`config.mk`:
```
export PLATFORM = sky130hd
export DESIGN_NAME = mmp_top
export DESIGN_NICKNAME = d
export VERILOG_FILES = /design/src/hdl/mmp_fifo.v /design/src/hdl/mmp_top.v
export VERILOG_INCLUDE_DIRS = /design/src /design/src/pkg
export SDC_FILE = /design/constraint.sdc
export NUM_CORES = 1
export LEC_CHECK = 0
export BUFFER_PORTS_ARGS = -buffer_cell sky130_fd_sc_hd__buf_2
export CAP_MARGIN = 40
export CORE_ASPECT_RATIO = 1.2
export CORE_UTILIZATION = 45
export CTS_CLUSTER_SIZE = 14
export DETAILED_ROUTE_END_ITERATION = 12
export GPL_TIMING_DRIVEN = 0
export SYNTH_ARGS = -nofsm -noshare
export SYNTH_HDL_FRONTEND = slang
export SYNTH_SLANG_ARGS = --single-unit
```
`constraint.sdc`:
```
create_clock -name clk_in -period 4.57 [get_ports clk_in]
set_input_delay 0 -clock clk_in [delete_from_list [all_inputs] [get_ports clk_in]]
set_output_delay 0 -clock clk_in [all_outputs]
set_load 0.05 [all_outputs]
```
`src/pkg/mmp_map.vh`:
```
// Constants for the MII pin-level link of the Ethernet MAC
// Operation
// RL1: Management data pin is input after reset
// RL2: Drive management clock out during MII operation
// RL3: Launch transmit pins timed to transmit clock
// RL4: Enable with first nibble, drop after last; code ignores tx_last_in and drops enable only when the FIFO runs empty
// RL5: Transmit data valid only under enable
// RL6: Transmit error ignored at 10M or idle
// RL7: PHY holds collision high while it lasts
// RL8: Sample receive pins relative to receive clock
// RL9: PHY holds receive valid across whole frame
// RL10: Accept receive data only while valid
// RL11: Receive error with valid marks frame errored
// RL12: PHY asserts carrier when medium busy
// RL13: Strap high routes channels, low routes Ethernet
// RL14: Strap must stay fixed after reset
// RL15: Capture strap at reset, hold until next
`ifndef MMP_MAP_VH
`define MMP_MAP_VH
`define MMP_NIB_W      4
`define MMP_FIFO_W     6
`define MMP_FIFO_D     16
`define MMP_FIFO_AW    4
`define MMP_SH_W       16
`define MMP_SH_LO      16
`define MMP_MDC_DIV    5'h0a
`define MMP_MDC_W      5
`define MMP_BIT_CNT_W  6
`define MMP_MD_BITS    6'h20
`define MMP_SER_LAST   2'h3
`define MMP_ERR_BIT    5
`define MMP_LAST_BIT   4
`define MMP_MD_RD_BIT  29
`define MMP_MD_MSB     31
`define MMP_MD_TA      6'h12
`define MMP_FIFO_FULL  5'h10
`endif

```
`src/hdl/mmp_fifo.v`:
```
// Parameterised valid/ready FIFO for transmit nibbles
`timescale 1ns/1ps
`default_nettype none
module mmp_fifo #(
    parameter W  = 6,
    parameter D  = 16,
    parameter AW = 4
) (
    // Clock and control
    input  wire          clk_in,
    input  wire          srst_in,
    input  wire          ce_in,
    // Fill side
    input  wire          wr_valid_in,
    output wire          wr_ready_out,
    input  wire [W-1:0]  wr_data_in,
    // Drain side
    output wire          rd_valid_out,
    input  wire          rd_ready_in,
    output reg  [W-1:0]  rd_data_out
);
    reg [W-1:0]  mem_r [0:D-1];
    reg [AW-1:0] wp_r;
    reg [AW-1:0] rp_r;
    reg [AW:0]   cnt_r;
    wire         push;
    wire         pop;
    assign wr_ready_out = (cnt_r != D[AW:0]);
    assign rd_valid_out = (cnt_r != {(AW+1){1'b0}});
    assign push = wr_valid_in & wr_ready_out;
    assign pop  = rd_valid_out & rd_ready_in;
    always @* begin
        rd_data_out = mem_r[rp_r];
    end
    always @(posedge clk_in) begin
        if (srst_in) begin
            wp_r  <= {AW{1'b0}};
            rp_r  <= {AW{1'b0}};
            cnt_r <= {(AW+1){1'b0}};
        end else if (ce_in) begin
            if (push) begin
                mem_r[wp_r] <= wr_data_in;
                wp_r        <= wp_r + 1'b1;
            end
            if (pop)
                rp_r <= rp_r + 1'b1;
            if (push & ~pop)
                cnt_r <= cnt_r + 1'b1;
            else if (pop & ~push)
                cnt_r <= cnt_r - 1'b1;
        end
    end
endmodule // mmp_fifo
`default_nettype wire

```
`src/hdl/mmp_top.v`:
```
// MII pin-level link: transmit, receive, management, pin routing
`timescale 1ns/1ps
`default_nettype none
`include "mmp_map.vh"
module mmp_top (
    // Clock, reset, enable
    input  wire                  clk_in,
    input  wire                  srst_in,
    input  wire                  ce_in,
    // Mode and strap
    input  wire                  serial_mode_in,
    input  wire                  feature_select_strap_in,
    // Transmit user side
    input  wire                  tx_valid_in,
    output reg                   tx_ready_out,
    input  wire [3:0]            tx_nibble_in,
    input  wire                  tx_last_in,
    input  wire                  tx_err_in,
    // Receive user side
    output reg                   rx_valid_out,
    output reg  [3:0]            rx_nibble_out,
    output reg                   rx_end_out,
    output reg                   rx_frame_err_out,
    // PHY status inputs and their gated outputs
    input  wire                  collision_pin_in,
    input  wire                  carrier_sense_pin_in,
    output reg                   collision_out,
    output reg                   carrier_out,
    // PHY transmit pins
    input  wire                  tx_clock_pin_in,
    output reg                   tx_enable_pin_out,
    output reg  [3:0]            tx_nibble_pins_out,
    output reg                   tx_error_pin_out,
    // PHY receive pins
    input  wire                  rx_clock_pin_in,
    input  wire                  rx_valid_pin_in,
    input  wire [3:0]            rx_nibble_pins_in,
    input  wire                  rx_error_pin_in,
    // Management
    input  wire                  md_start_in,
    input  wire [31:0]           md_word_in,
    output reg                   md_busy_out,
    output reg  [31:0]           md_rdata_out,
    output reg                   mgmt_clock_pin_out,
    output reg                   mgmt_data_pin_out,
    output reg                   mgmt_data_pin_oe_out,
    input  wire                  mgmt_data_pin_in,
    // Shared pin routing
    input  wire [15:0]           chan_out_in,
    output reg  [15:0]           timing_channel_pins_out,
    output reg                   eth_route_out
);

    ////////////////////////////////////////////////////////////////////
    // Synchronisers
    reg [1:0] txc_s_r;
    reg [1:0] rxc_s_r;
    reg [5:0] rxp_s1_r;
    reg [5:0] rxp_s2_r;
    reg [2:0] misc_s1_r;
    reg [2:0] misc_s2_r;
    reg       txc_d_r;
    reg       rxc_d_r;
    wire      tx_rise;
    wire      rx_rise;
    always @(posedge clk_in) begin
        if (srst_in) begin
            txc_s_r   <= 2'h0;
            rxc_s_r   <= 2'h0;
            rxp_s1_r  <= 6'h00;
            rxp_s2_r  <= 6'h00;
            misc_s1_r <= 3'h0;
            misc_s2_r <= 3'h0;
            txc_d_r   <= 1'b0;
            rxc_d_r   <= 1'b0;
        end else if (ce_in) begin
            txc_s_r   <= {txc_s_r[0], tx_clock_pin_in};
            rxc_s_r   <= {rxc_s_r[0], rx_clock_pin_in};
            rxp_s1_r  <= {rx_error_pin_in, rx_valid_pin_in,
                          rx_nibble_pins_in};
            rxp_s2_r  <= rxp_s1_r;
            misc_s1_r <= {mgmt_data_pin_in, carrier_sense_pin_in,
                          collision_pin_in};
            misc_s2_r <= misc_s1_r;
            txc_d_r   <= txc_s_r[1];
            rxc_d_r   <= rxc_s_r[1];
        end
    end
    // Launch on falling edge so PHY samples on rising edge
    assign tx_rise = ~txc_s_r[1] & txc_d_r;
    assign rx_rise = rxc_s_r[1] & ~rxc_d_r;

    ////////////////////////////////////////////////////////////////////
    // Strap capture and pin routing
    reg [1:0] strap_s_r;
    reg       strap_r;
    reg       strap_done_r;
    // Runs through reset so the strap level is settled at release
    always @(posedge clk_in) begin
        if (ce_in) begin
            strap_s_r <= {strap_s_r[0], feature_select_strap_in};
        end
    end

    always @(posedge clk_in) begin
        if (srst_in) begin
            strap_r      <= 1'b0;
            strap_done_r <= 1'b0;
        end else if (ce_in && !strap_done_r) begin
            strap_r      <= strap_s_r[1]; // RL15
            strap_done_r <= 1'b1; // RL15
        end
    end
    always @(posedge clk_in) begin
        if (srst_in) begin
            timing_channel_pins_out <= 16'h0000;
            eth_route_out           <= 1'b0;
        end else if (ce_in) begin
            eth_route_out <= strap_done_r & ~strap_r; // RL13
            timing_channel_pins_out <= (strap_done_r & strap_r) ?
                                       chan_out_in : 16'h0000; // RL13
        end
    end
    wire eth_on;
    assign eth_on = eth_route_out;

    ////////////////////////////////////////////////////////////////////
    // Transmit path
    wire                  f_valid;
    wire                  f_ready;
    wire [5:0]            f_data;
    wire                  f_push;
    wire                  f_pop;
    reg  [`MMP_FIFO_AW:0] occ_r;
    reg  [`MMP_FIFO_AW:0] occ_nxt;
    mmp_fifo #(
        .W  (`MMP_FIFO_W),
        .D  (`MMP_FIFO_D),
        .AW (`MMP_FIFO_AW)
    ) u_fifo (
        .clk_in       (clk_in),
        .srst_in      (srst_in),
        .ce_in        (ce_in),
        .wr_valid_in  (f_push),
        .wr_ready_out (),
        .wr_data_in   ({tx_err_in, tx_last_in, tx_nibble_in}),
        .rd_valid_out (f_valid),
        .rd_ready_in  (f_ready),
        .rd_data_out  (f_data)
    );
    assign f_ready = tx_rise & eth_on;
    assign f_push  = tx_valid_in & tx_ready_out;
    assign f_pop   = f_valid & f_ready;

    always @* begin
        occ_nxt = occ_r;
        if (f_push & ~f_pop)
            occ_nxt = occ_r + 1'b1;
        else if (f_pop & ~f_push)
            occ_nxt = occ_r - 1'b1;
    end

    // Ready from a flop, taken from next occupancy to stay exact
    always @(posedge clk_in) begin
        if (srst_in) begin
            occ_r        <= {(`MMP_FIFO_AW+1){1'b0}};
            tx_ready_out <= 1'b0;
        end else if (ce_in) begin
            occ_r        <= occ_nxt;
            tx_ready_out <= (occ_nxt != `MMP_FIFO_FULL);
        end
    end

    always @(posedge clk_in) begin
        if (srst_in) begin
            tx_enable_pin_out  <= 1'b0;
            tx_nibble_pins_out <= 4'h0;
            tx_error_pin_out   <= 1'b0;
        end else if (ce_in && tx_rise) begin // RL3
            if (eth_on && f_valid) begin
                tx_enable_pin_out <= 1'b1; // RL4
                tx_nibble_pins_out <= serial_mode_in ?
                    {3'h0, f_data[0]} : f_data[3:0]; // RL5
                tx_error_pin_out <= f_data[`MMP_ERR_BIT] &
                                    ~serial_mode_in; // RL6
            end else begin
                tx_enable_pin_out  <= 1'b0; // RL4
                tx_nibble_pins_out <= 4'h0; // RL5
                tx_error_pin_out   <= 1'b0; // RL6
            end
        end
    end

    ////////////////////////////////////////////////////////////////////
    // Receive path
    reg rx_dv_d_r;
    reg rx_err_r;
    always @(posedge clk_in) begin
        if (srst_in) begin
            rx_valid_out     <= 1'b0;
            rx_nibble_out    <= 4'h0;
            rx_end_out       <= 1'b0;
            rx_frame_err_out <= 1'b0;
            rx_dv_d_r        <= 1'b0;
            rx_err_r         <= 1'b0;
            collision_out    <= 1'b0;
            carrier_out      <= 1'b0;
        end else if (ce_in) begin
            collision_out <= misc_s2_r[0] & eth_on;
            carrier_out   <= misc_s2_r[1] & eth_on;
            rx_valid_out  <= 1'b0;
            rx_end_out    <= 1'b0;
            if (rx_rise && eth_on) begin // RL8
                rx_dv_d_r <= rxp_s2_r[4];
                if (rxp_s2_r[4]) begin // RL10
                    rx_valid_out  <= 1'b1;
                    rx_nibble_out <= serial_mode_in ?
                        {3'h0, rxp_s2_r[0]} : rxp_s2_r[3:0]; // RL10
                    if (!rx_dv_d_r)
                        rx_err_r <= rxp_s2_r[5]; // RL11
                    else if (rxp_s2_r[5])
                        rx_err_r <= 1'b1; // RL11
                end else if (rx_dv_d_r) begin
                    rx_end_out       <= 1'b1;
                    rx_frame_err_out <= rx_err_r; // RL11
                end
            end
        end
    end

    ////////////////////////////////////////////////////////////////////
    // Management: 32-bit frame, write top bits, turnaround read
    localparam MS_IDLE = 3'b001;
    localparam MS_LOW  = 3'b010;
    localparam MS_HIGH = 3'b100;
    reg [2:0]                  ms_r;
    reg [`MMP_MDC_W-1:0]       div_r;
    reg [`MMP_BIT_CNT_W-1:0]   bit_r;
    reg [31:0]                 sh_r;
    reg                        rd_op_r;
    always @(posedge clk_in) begin
        if (srst_in) begin
            ms_r                 <= MS_IDLE;
            div_r                <= {`MMP_MDC_W{1'b0}};
            bit_r                <= {`MMP_BIT_CNT_W{1'b0}};
            sh_r                 <= 32'h00000000;
            rd_op_r              <= 1'b0;
            md_busy_out          <= 1'b0;
            md_rdata_out         <= 32'h00000000;
            mgmt_clock_pin_out   <= 1'b0;
            mgmt_data_pin_out    <= 1'b0;
            mgmt_data_pin_oe_out <= 1'b0; // RL1
        end else if (ce_in) begin
            case (ms_r)
                MS_IDLE: begin
                    mgmt_data_pin_oe_out <= 1'b0; // RL1
                    mgmt_clock_pin_out   <= 1'b0;
                    if (md_start_in && eth_on) begin
                        sh_r        <= md_word_in;
                        rd_op_r     <= md_word_in[`MMP_MD_RD_BIT];
                        bit_r       <= `MMP_MD_BITS;
                        div_r       <= `MMP_MDC_DIV;
                        md_busy_out <= 1'b1;
                        ms_r        <= MS_LOW;
                        mgmt_data_pin_out    <= md_word_in[`MMP_MD_MSB];
                        mgmt_data_pin_oe_out <= 1'b1; // RL1
                    end
                end
                MS_LOW: begin
                    if (div_r == {`MMP_MDC_W{1'b0}}) begin
                        mgmt_clock_pin_out <= 1'b1; // RL2
                        div_r <= `MMP_MDC_DIV;
                        ms_r  <= MS_HIGH;
                        sh_r  <= {sh_r[30:0], misc_s2_r[2]};
                        bit_r <= bit_r - 1'b1;
                    end else begin
                        div_r <= div_r - 1'b1;
                    end
                end
                MS_HIGH: begin
                    if (div_r == {`MMP_MDC_W{1'b0}}) begin
                        mgmt_clock_pin_out <= 1'b0; // RL2
                        div_r <= `MMP_MDC_DIV;
                        if (bit_r == {`MMP_BIT_CNT_W{1'b0}}) begin
                            ms_r                 <= MS_IDLE;
                            md_busy_out          <= 1'b0;
                            md_rdata_out         <= sh_r;
                            mgmt_data_pin_oe_out <= 1'b0; // RL1
                        end else begin
                            ms_r              <= MS_LOW;
                            mgmt_data_pin_out <= sh_r[31];
                            mgmt_data_pin_oe_out <= ~(rd_op_r &&
                                bit_r <= `MMP_MD_TA); // RL1
                        end
                    end else begin
                        div_r <= div_r - 1'b1;
                    end
                end
                default: ms_r <= MS_IDLE;
            endcase
        end
    end
endmodule // mmp_top
`default_nettype wire

```
# After elaboration in Yosys (flattened, before gate mapping)
# Memory sizes are Yosys's and may differ from the RTL's. A register that Yosys moved wholly into a read port is not among the register bits.
# Index checks and enable logic that the tools add are counted.
dict set report word_totals {
  ff_bits 164
  ramBits 96
  inputBits 72
  output_inout_bits 69
  word_cells 168
  mem_count 1
}
# memory words width read_ports rd_clocked_by_memory_dff write_ports line
set memory_table {}
lappend memory_table {u_fifo.mem_r 16 6 1 1 1 mmp_fifo.v:22} ;# reg [W-1:0] mem_r [0:D-1];
dict set report op_classes {
  add_sub_neg 8
  order_cmp 1
  eq_ne 11
  n_mux 52
  bitwise 24
  n_reduce_logical 32
}
# operator n
set op_table {}
lappend op_table {{2-to-1 mux 32 bit} 2}
lappend op_table {{one-hot mux 32 bit (2 select lines)} 1}
lappend op_table {{2-to-1 mux 5 bit} 6}
lappend op_table {{2-to-1 mux 1 bit} 24}
lappend op_table {{AND reduction 4 bit} 6}
lappend op_table {{2-to-1 mux 4 bit} 5}
lappend op_table {{2-to-1 mux 16 bit} 1}
lappend op_table {{bitwise AND 1 bit} 15}
lappend op_table {{subtractor 5 x 1 -> 5 bit, second input constant} 3}
lappend op_table {{2-to-1 mux 6 bit} 2}
lappend op_table {{!= test 2 bit, second input constant} 6}
lappend op_table {{one-hot mux 6 bit (2 select lines)} 1}
lappend op_table {{AND reduction 3 bit} 4}
lappend op_table {{adder 5 x 1 -> 5 bit, second input constant} 2}
lappend op_table {{!= test 5 bit, second input constant} 2}
lappend op_table {{one-hot mux 5 bit (2 select lines)} 1}
lappend op_table {{AND reduction 5 bit} 2}
lappend op_table {{2-to-1 mux 3 bit} 3}
lappend op_table {{NOT 1 bit} 9}
lappend op_table {{one-hot mux 3 bit (3 select lines)} 1}
lappend op_table {{adder 4 x 1 -> 4 bit, second input constant} 2}
lappend op_table {{AND reduction 2 bit} 4}
lappend op_table {{nonzero test 2 bit} 4}
lappend op_table {{less-or-equal comparator 6 x 5 -> 1 bit, second input constant} 1}
lappend op_table {{14 further kinds} 21}

# Longest topological paths before layout
# Gate-level depths: netlist (run 1).
dict set report depth {
  ltp_word 8
  ltp_mapped 11
}

# Cells and area by module
# A second synthesis (run 1) with hierarchy kept.
dict set report hier_totals {
  cells_unflattened 958
  area_unflattened_um2 11085.6
}
# mod n_inst cells_per_inst area_each_um2 seq_area_each_um2
set modules_own_cells {}
lappend modules_own_cells {mmp_top 1 690 6473.7 3042.9}
lappend modules_own_cells {mmp_fifo 1 268 4611.9 3223.1}

# Worst setup path before layout (run 1)
# OpenSTA, ideal clock, no wires.
dict set report synth_path {
  path_type {reg-to-reg}
  start {register eth_route_out}
  end {register u_fifo.cnt_r[4]}
  setup_time_ns 0.070
  t_arrival_ns 2.764
  required_ns 4.500
  slack_ns 1.736
  stages_incl_launch_ff 12
  period_less_slack_ns 2.834
  cell_sequence {dfxtp_1 -> nand3b_1 -> a21oi_2 -> inv_1 -> ha_1 -> inv_1 -> ha_1 -> a21o_1 -> a21oi_1 -> xnor2_1 -> or3_1 -> a21oi_1}
}
dict set report synth_via {
  elab_chain_len 6
}
# element line
set synth_lines {}
lappend synth_lines {{from (decl)} mmp_top.v:51} ;# output reg eth_route_out
lappend synth_lines {{from (signal assigned)} mmp_top.v:119} ;# eth_route_out <= strap_done_r & ~strap_r;
lappend synth_lines {{bitwise AND 1 bit *} mmp_top.v:151} ;# assign f_ready = tx_rise & eth_on;
lappend synth_lines {{bitwise AND 1 bit *} mmp_fifo.v:31} ;# assign pop = rd_valid_out & rd_ready_in;
lappend synth_lines {{NOT 1 bit} mmp_fifo.v:47} ;# if (push & ~pop)
lappend synth_lines {{bitwise AND 1 bit} mmp_fifo.v:47}
lappend synth_lines {{nonzero test 2 bit (no line)} --}
lappend synth_lines {{AND reduction 2 bit (no line)} --}
lappend synth_lines {{to (signal assigned)} mmp_fifo.v:39} ;# cnt_r <= {(AW+1){1'b0}};
lappend synth_lines {{to (signal assigned)} mmp_fifo.v:48} ;# cnt_r <= cnt_r + 1'b1;
lappend synth_lines {{to (signal assigned)} mmp_fifo.v:50} ;# cnt_r <= cnt_r - 1'b1;
lappend synth_lines {{to (decl)} mmp_fifo.v:25} ;# reg [AW:0] cnt_r;
# Mark *: on every way between the ends. The rest lies on a longest branch, timed or not.
# A chain may end at the register's enable or synchronous reset.

# Worst setup path in the final report (run 1)
# Same ends and word-level chain as after synthesis.

==> flow_metrics.py, run 1 <==
metrics = {
    "route": {
        "drc": 0,
        "initialDrtViolationCount": 517,
        "detailroute.wirelength.met2_um": 11980,
        "vias": 7522,
        "route.detailed.vias_per_inst": 5.202,
        "wl_met3_um": 994,
        "drt-met1-wl_um": 10680,
        "totalWireLength_um": 24190,
        "wire_per_inst_um": 16.73,
        "drt_pass1_iterations": 5,
        "top_signal_layer_used": "met4",
        "final_antenna_net_count": 0,
    },
    "timing": {
        "finalWorstPathRequiredPeriod_ns": 3.022,
        "worst-slew-pin-transition_ns": 0.8057,
        "timing.fmax_mhz": 330.9,
        "fin_setup_tns_ns": 0,
        "timing.final.setup_violations": 0,
        "finalCritPeriodShare": 0.6614,
        "final-max-slew-violation-count": 0,
        "worst_slack_ns": 1.548,
        "worst_clock_skew_ns": 0.01030,
        "grt_setup_unrepaired": "false",
        "hold_violations": 0,
        "max_slew_margin": 0.4629,
    },
    "cells_and_area": {
        "layout-drive-gt1-share": 0.2399,
        "layout.cell_area.non_filler_mm2": 0.01297,
        "final_cell_mix": "dfxtp_1, buf_2, nor2_1, nand2_1, edfxtp_1",
        "final_cells": 1446,
        "layout.cells.most_common": "dfxtp_1",
        "syn_to_final_growth_pct": 25.55,
        "antenna_cells": 0,
        "finalNetCount": 1236,
    },
    "power": {
        "power.total_mw": 5.230,
        "net-switching-power_mw": 1.247,
        "comb_power_share": 0.105,
        "sw_frac_of_total": 0.2384,
        "p_int_mw": 3.983,
        "vdd.ir_drop.worst_v": 0.0002860,
        "cellPowerDensity_mw_per_mm2": 403.2,
        "leakagePower_nw": 4.846,
        "seq_power_share": 0.464,
        "p_clk_frac": 0.431,
    },
    "setup_path": {
        "crit_fanout": 8,
        "cp_data_required_time_ns": 5.02,
        "setup.worst_path.class": "reg -> reg",
        "critPathBufInv": 2,
        "critical-path-max-stage-delay_ns": 0.53,
        "critPathCaptureType": "flop",
        "worst_setup_path_start_kind": "flop",
        "path_cells": "nand3b_1, a21oi_2, inv_1, ha_1, inv_1, ha_1, a21o_1, a21oi_1, xnor2_1, or3_1, a21oi_1",
        "critical_path.top_delay_family": "compound AO/OA/AOI/OAI gates",
        "cp_data_arrival_time_ns": 3.48,
        "critical_path.slowest_cell": "dfxtp_1",
    },
    "global_route": {
        "grt_pass1_vias": 7505,
        "first_pass_grt_wire_length_um": 38850,
        "grt.total_usage": 0.2066,
        "pin_count_of_the_biggest_net_entering_global_routing": 17,
        "grt_overflow": 0,
        "initial_antenna_violation_count": 0,
    },
    "status": {
        "outcome": "completed",
    },
    "min_path": {
        "min-delay-path-class": "in -> reg",
    },
    "clocking": {
        "cts.clk_slew.worst_paths_ns": 0.06,
        "postCtsSetupRepairBufs": 0,
        "clock_path_buffers": 3,
        "cts_inserted_buffers": 26,
        "tritoncts": "done",
        "ctsResizeCount": 0,
        "worstSkewPairLatency_ns": 0.53,
        "numClockSinks": 248,
        "number_of_levels_in_the_clock_h_tree": 1,
        "cts.hold.buffers_added": 67,
        "clock_tree.root_cell": "clkbuf_16",
    },
    "place": {
        "dp_hpwl_um": 16470,
        "detailedPlace.worstSlack_ns": 1.564,
        "port-buffer-count": 138,
        "detailed_place.area_mm2": 0.01137,
        "place_inst": 1331,
        "gp_routability_congestion": 0.8195,
    },
    "floorplanning": {
        "number_of_placement_rows": 60,
        "area_of_the_die_mm2": 0.02357,
        "ioPinCount": 141,
        "die_w_um": 140.3,
        "floorplan.die.height_um": 168.0,
        "core_area_mm2": 0.02245,
        "initial_util": 0.4603,
    },
    "logic_synthesis": {
        "syn-instance-count": 914,
        "synth.net_count": 1003,
        "post_synth_and_or_nand_nor_area_fraction": 0.1284,
        "asyncSetResetFlopFracSynth": 0,
        "synth-xor-area-share": 0.01441,
        "netlist_area_mm2": 0.01033,
        "number_of_synthesized_flops_with_an_enable_pin": 82,
        "muxShareOfSynthArea": 0.1181,
        "share_of_the_synthesized_area_in_compound_gates_ao_oa_aoi_oai": 0.1250,
        "synth_warnings": 0,
        "post_synth_fa_ha_maj_area_fraction": 0.02132,
        "combinational_family_with_the_most_area_after_synthesis": "simple AND/OR/NAND/NOR gates",
        "yosys_register_bits": 248,
        "synth.yosys.seq_area_share": 0.5600,
        "post_synth.cell_area_avg_um2": 11.30,
        "yosys.cell_types.count": 64,
        "postSynth.topFlopCell": "dfxtp_1",
    },
    "run": {
        "max-cap-violations": 0,
    },
}
==> synth_stat cells (2+ instances only) <==
cell | n | area, um^2
ha_1 | 16 | 200.2
nand2_1 | 97 | 364.1
and3_1 | 3 | 18.77
a311oi_1 | 2 | 17.52
xnor2_1 | 8 | 70.07
buf_2 | 16 | 80.08
mux2i_1 | 60 | 600.6
a22oi_1 | 16 | 120.1
a211o_1 | 4 | 35.03
or3_1 | 12 | 75.07
a211oi_1 | 3 | 22.52
edfxtp_1 | 82 | 2462
nor3b_1 | 3 | 22.52
mux2_2 | 5 | 56.30
buf_1 | 2 | 7.510
nor2_1 | 125 | 469.2
a21oi_1 | 73 | 365.4
nand2b_1 | 6 | 37.54
nand4_1 | 3 | 18.77
nand3_1 | 12 | 60.06
nand3b_1 | 7 | 52.55
mux4_2 | 25 | 563.0
dfxtp_1 | 166 | 3323
a31oi_1 | 3 | 18.77
buf_6 | 4 | 45.04
o31ai_1 | 2 | 15.01
o21bai_1 | 2 | 15.01
o21ai_0 | 18 | 90.09
buf_4 | 3 | 22.52
clkbuf_1 | 30 | 112.6
a21o_1 | 4 | 30.03
inv_1 | 19 | 71.32
a211oi_2 | 34 | 425.4
o211ai_1 | 2 | 15.01
or4b_1 | 2 | 20.02
and2_1 | 3 | 18.77
nor2b_1 | 2 | 12.51
nor3_1 | 4 | 20.02
xor2_1 | 9 | 78.83
nor4_1 | 2 | 12.51
a21boi_0 | 2 | 15.01
==> power groups by stage <==
| stage | Combinational, mW | Clock [mW] | Sequential [mW] |
|---|---|---|---|
| after detailed placement | 0.507 | 0 | 2.47 |
| after global placement | 0.501 | 0 | 2.47 |
| after CTS | 0.554 | 2.31 | 2.42 |
| after global routing | 0.606 | 2.39 | 2.44 |
| final | 0.550 | 2.25 | 2.43 |
| after floorplan | 0.353 | 0 | 2.48 |
==> logic make-up (layout without fill, tap and decap cells) <==
group / after synthesis / count (layout)
XOR/XNOR: 17 / 17
AND/OR/NAND/NOR: 292 / 292
AO/OA/AOI/OAI: 176 / 176
multiplexers: 90 / 90
buffers and inverters: 74 / 327
adder cells (fa/ha/maj): 17 / 17
flip-flops: 248 / 248
==> metal layers <==
metal / vias to the layer above / GRT usage
li1: 3753 / -
met1: 3580 / 0.2617
met2: 145 / 0.3641
met3: 44 / 0.03015
met4: 0 / 0.06211
met5: - / 0
==> sequential cells by signal, summed over array words and instances (netlist names), 6 cells and up, named ones only <==
name                     flops
bit_r                        6
md_rdata_out                32
rxp_s1_r                     6
rxp_s2_r                     6
sh_r                        32
timing_channel_pins_out     16
u_fifo.mem_r                80
==> stage by stage <==
stage / hold slack [ns] / util
floorplan: 0.09887 / -
finish: 0.09400 / 0.5779
detailed placement: 0.1785 / 0.5066
global placement: 0.1782 / 0.5066
CTS: 0.07878 / 0.5779
global route: 0.1829 / 0.5779
==> tightest hold or removal path, stage by stage <==
cell      delay (ns)
buf_2           0.11
nand4b_1        0.08
a21oi_1         0.08
o211ai_1        0.18
xor2_1          0.07
nor2_1          0.07
==> cell type report <==
type / count / area [um^2]
flip-flops and latches: 248 / 5786
multi-input cells: 592 / 4207
clock inverters: 13 / 173.9
plain buffers: 55 / 267.8
well taps: 279 / 349.1
inverters: 19 / 71.32
clock buffers: 35 / 755.7
repair buffers: 205 / 1361
fillers: 1886 / 9475
==> final timing paths <==
check | startpoint | to | slack, ns | cells after the start
worst min register to register | strap_s_r[0] | strap_s_r[1] | 0.42 | 0
worst min-delay path | md_start_in | div_r[2] | 0.09 | 6
worst max register to register | eth_route_out | u_fifo.cnt_r[4] | 1.55 | 11
worst max-delay path | eth_route_out | u_fifo.cnt_r[4] | 1.55 | 11
(Power assumes the default switching activity.)
==> run 2, diff against run 1 <==
==> constraint.sdc (replaced) <==
create_clock -name clk_in -period 3.1 [get_ports clk_in]
set_input_delay 0 -clock clk_in [delete_from_list [all_inputs] [get_ports clk_in]]
set_output_delay 0 -clock clk_in [all_outputs]
set_load 0.05 [all_outputs]
==> flow_metrics.py, run 2 (same netlist as run 1, synthesis figures left out) <==
metrics = {
    "power": {
        "p_clk_frac": 0.431,
        "p_int_mw": 5.874,
        "cellPowerDensity_mw_per_mm2": 593.9,
        "seq_power_share": 0.463,
        "comb_power_share": 0.106,
        "sw_frac_of_total": 0.2384,
        "net-switching-power_mw": 1.839,
        "vdd.ir_drop.worst_v": 0.0004176,
        "power.total_mw": 7.713,
        "leakagePower_nw": 4.851,
    },
    "min_path": {
        "min-delay-path-class": "in -> reg",
    },
    "global_route": {
        "grt_overflow": 0,
        "grt.total_usage": 0.2066,
        "grt_pass1_vias": 7505,
        "initial_antenna_violation_count": 0,
        "pin_count_of_the_biggest_net_entering_global_routing": 17,
        "first_pass_grt_wire_length_um": 38850,
    },
    "cells_and_area": {
        "registers.top_by_ff_count": "u_fifo.mem_r",
        "antenna_cells": 0,
        "final_cell_mix": "dfxtp_1, buf_2, nor2_1, nand2_1, edfxtp_1",
        "number_of_flip_flops_in_the_largest_register": 80,
        "layout-drive-gt1-share": 0.2423,
        "layout.core_utilization": 0.5786,
        "finalNetCount": 1237,
        "largest_registers": "u_fifo.mem_r x80, md_rdata_out x32, sh_r x32",
        "final_cells": 1447,
        "layout.cells.most_common": "dfxtp_1",
        "syn_to_final_growth_pct": 25.71,
    },
    "route": {
        "route.detailed.vias_per_inst": 5.189,
        "drc": 0,
        "final_antenna_net_count": 0,
        "totalWireLength_um": 24250,
        "drt_pass1_iterations": 4,
        "vias": 7509,
        "wire_per_inst_um": 16.76,
        "initialDrtViolationCount": 463,
    },
    "timing": {
        "timing.fmax_mhz": 349.3,
        "worst-slew-pin-transition_ns": 0.7922,
        "final-max-slew-violation-count": 0,
        "timing.final.setup_violations": 0,
        "worst_clock_skew_ns": 0.01222,
        "finalCritPeriodShare": 0.9234,
        "grt_setup_unrepaired": "false",
        "finalWorstPathRequiredPeriod_ns": 2.862,
        "fin_worst_hold_slack_ns": 0.09387,
        "hold_violations": 0,
        "fin_setup_tns_ns": 0,
        "max_slew_margin": 0.4719,
    },
    "clocking": {
        "cts.clk_slew.worst_paths_ns": 0.06,
        "clock_path_buffers": 3,
        "worstSkewPairLatency_ns": 0.53,
        "number_of_levels_in_the_clock_h_tree": 1,
        "tritoncts": "done",
        "cts_inserted_buffers": 26,
        "clock_tree.root_cell": "clkbuf_16",
        "numClockSinks": 248,
    },
    "setup_path": {
        "worst_setup_path_start_kind": "flop",
        "rrSetupSlack_ns": 0.24,
        "cp_data_required_time_ns": 3.55,
        "setup.worst_path.class": "reg -> reg",
        "cp_data_arrival_time_ns": 3.31,
        "crit_fanout": 7,
        "critPathCaptureType": "flop",
    },
    "floorplanning": {
        "initial_util": 0.4603,
        "number_of_placement_rows": 60,
        "core_area_mm2": 0.02245,
        "die_w_um": 140.3,
        "floorplan.die.height_um": 168.0,
        "area_of_the_die_mm2": 0.02357,
        "ioPinCount": 141,
    },
    "place": {
        "port-buffer-count": 138,
        "place_inst": 1331,
        "dp_hpwl_um": 16470,
        "gp_routability_congestion": 0.8195,
    },
    "run": {
        "max-cap-violations": 0,
    },
    "status": {
        "outcome": "completed",
    },
}
[run 2: changes by cell type in the layout (fill, tap and decap cells not counted), sizes merged]
cell | previous run | this run
buf | 163 | 164
[run 2: final cells by class]
cell class / count / area (um^2)
clock buffers: 35 / 755.7
repair buffers: 206 / 1369
clock inverters: 13 / 173.9
plain buffers: 55 / 267.8
flip-flops and latches: 248 / 5787
fillers: 1885 / 9459
well taps: 279 / 349.1
inverters: 19 / 71.32
multi-input cells: 592 / 4214
[run 2: critical path, stage by stage, from the launching register on]
cell     delay, ns
dfxtp_1       0.37
nor4_4        0.41
a21oi_4       0.16
inv_2         0.14
ha_1          0.20
inv_1         0.12
fa_1          0.47
a21o_1        0.17
a21oi_1       0.20
xnor2_1       0.10
or3_1         0.30
a21oi_1       0.14
[run 2: worst paths after layout]
| path | to | start | depth (start not counted) |
|---|---|---|---|
| min | div_r[2] | md_start_in | 6 |
| max reg2reg | u_fifo.cnt_r[4] | u_fifo.cnt_r[1] | 11 |
| max | u_fifo.cnt_r[4] | u_fifo.cnt_r[1] | 11 |
| min reg2reg | strap_s_r[1] | strap_s_r[0] | 0 |
[run 2: per-stage QoR]
| stage | instance area [um^2] | worst slack (ns) |
|---|---|---|
| after CTS | 12970 | 0.05954 |
| after detailed placement | 11370 | 0.09438 |
| after global placement | 11370 | 0.1286 |
| final | 12990 | 0.2375 |
| after floorplan | 10330 | 0.2656 |
| after global routing | 12990 | 0.02308 |
[run 2: repair_timing]
item	CTS	global route
hold buffers	67	0
hold endpoints to repair	151	0
setup buffers	0	1
endpoints found under the setup margin	0	1
gates resized for setup	0	3
[run 2: power groups by stage]
| stage | clock (mW) | sequential (mW) | combinational (mW) |
|---|---|---|---|
| after floorplan | 0 | 3.65 | 0.520 |
| after global placement | 0 | 3.64 | 0.738 |
| after detailed placement | 0 | 3.64 | 0.748 |
| after CTS | 3.40 | 3.57 | 0.817 |
| after global routing | 3.52 | 3.59 | 0.898 |
| final | 3.32 | 3.58 | 0.815 |
[run 2: routing by layer]
metal / global-route usage / wire length, um / vias to the layer above
met4: 0.06211 / 511 / 0
met5: 0 / 0 / -
met1: 0.2617 / 10600 / 3542
met3: 0.03015 / 1139 / 43
li1: - / - / 3754
met2: 0.3641 / 12000 / 170
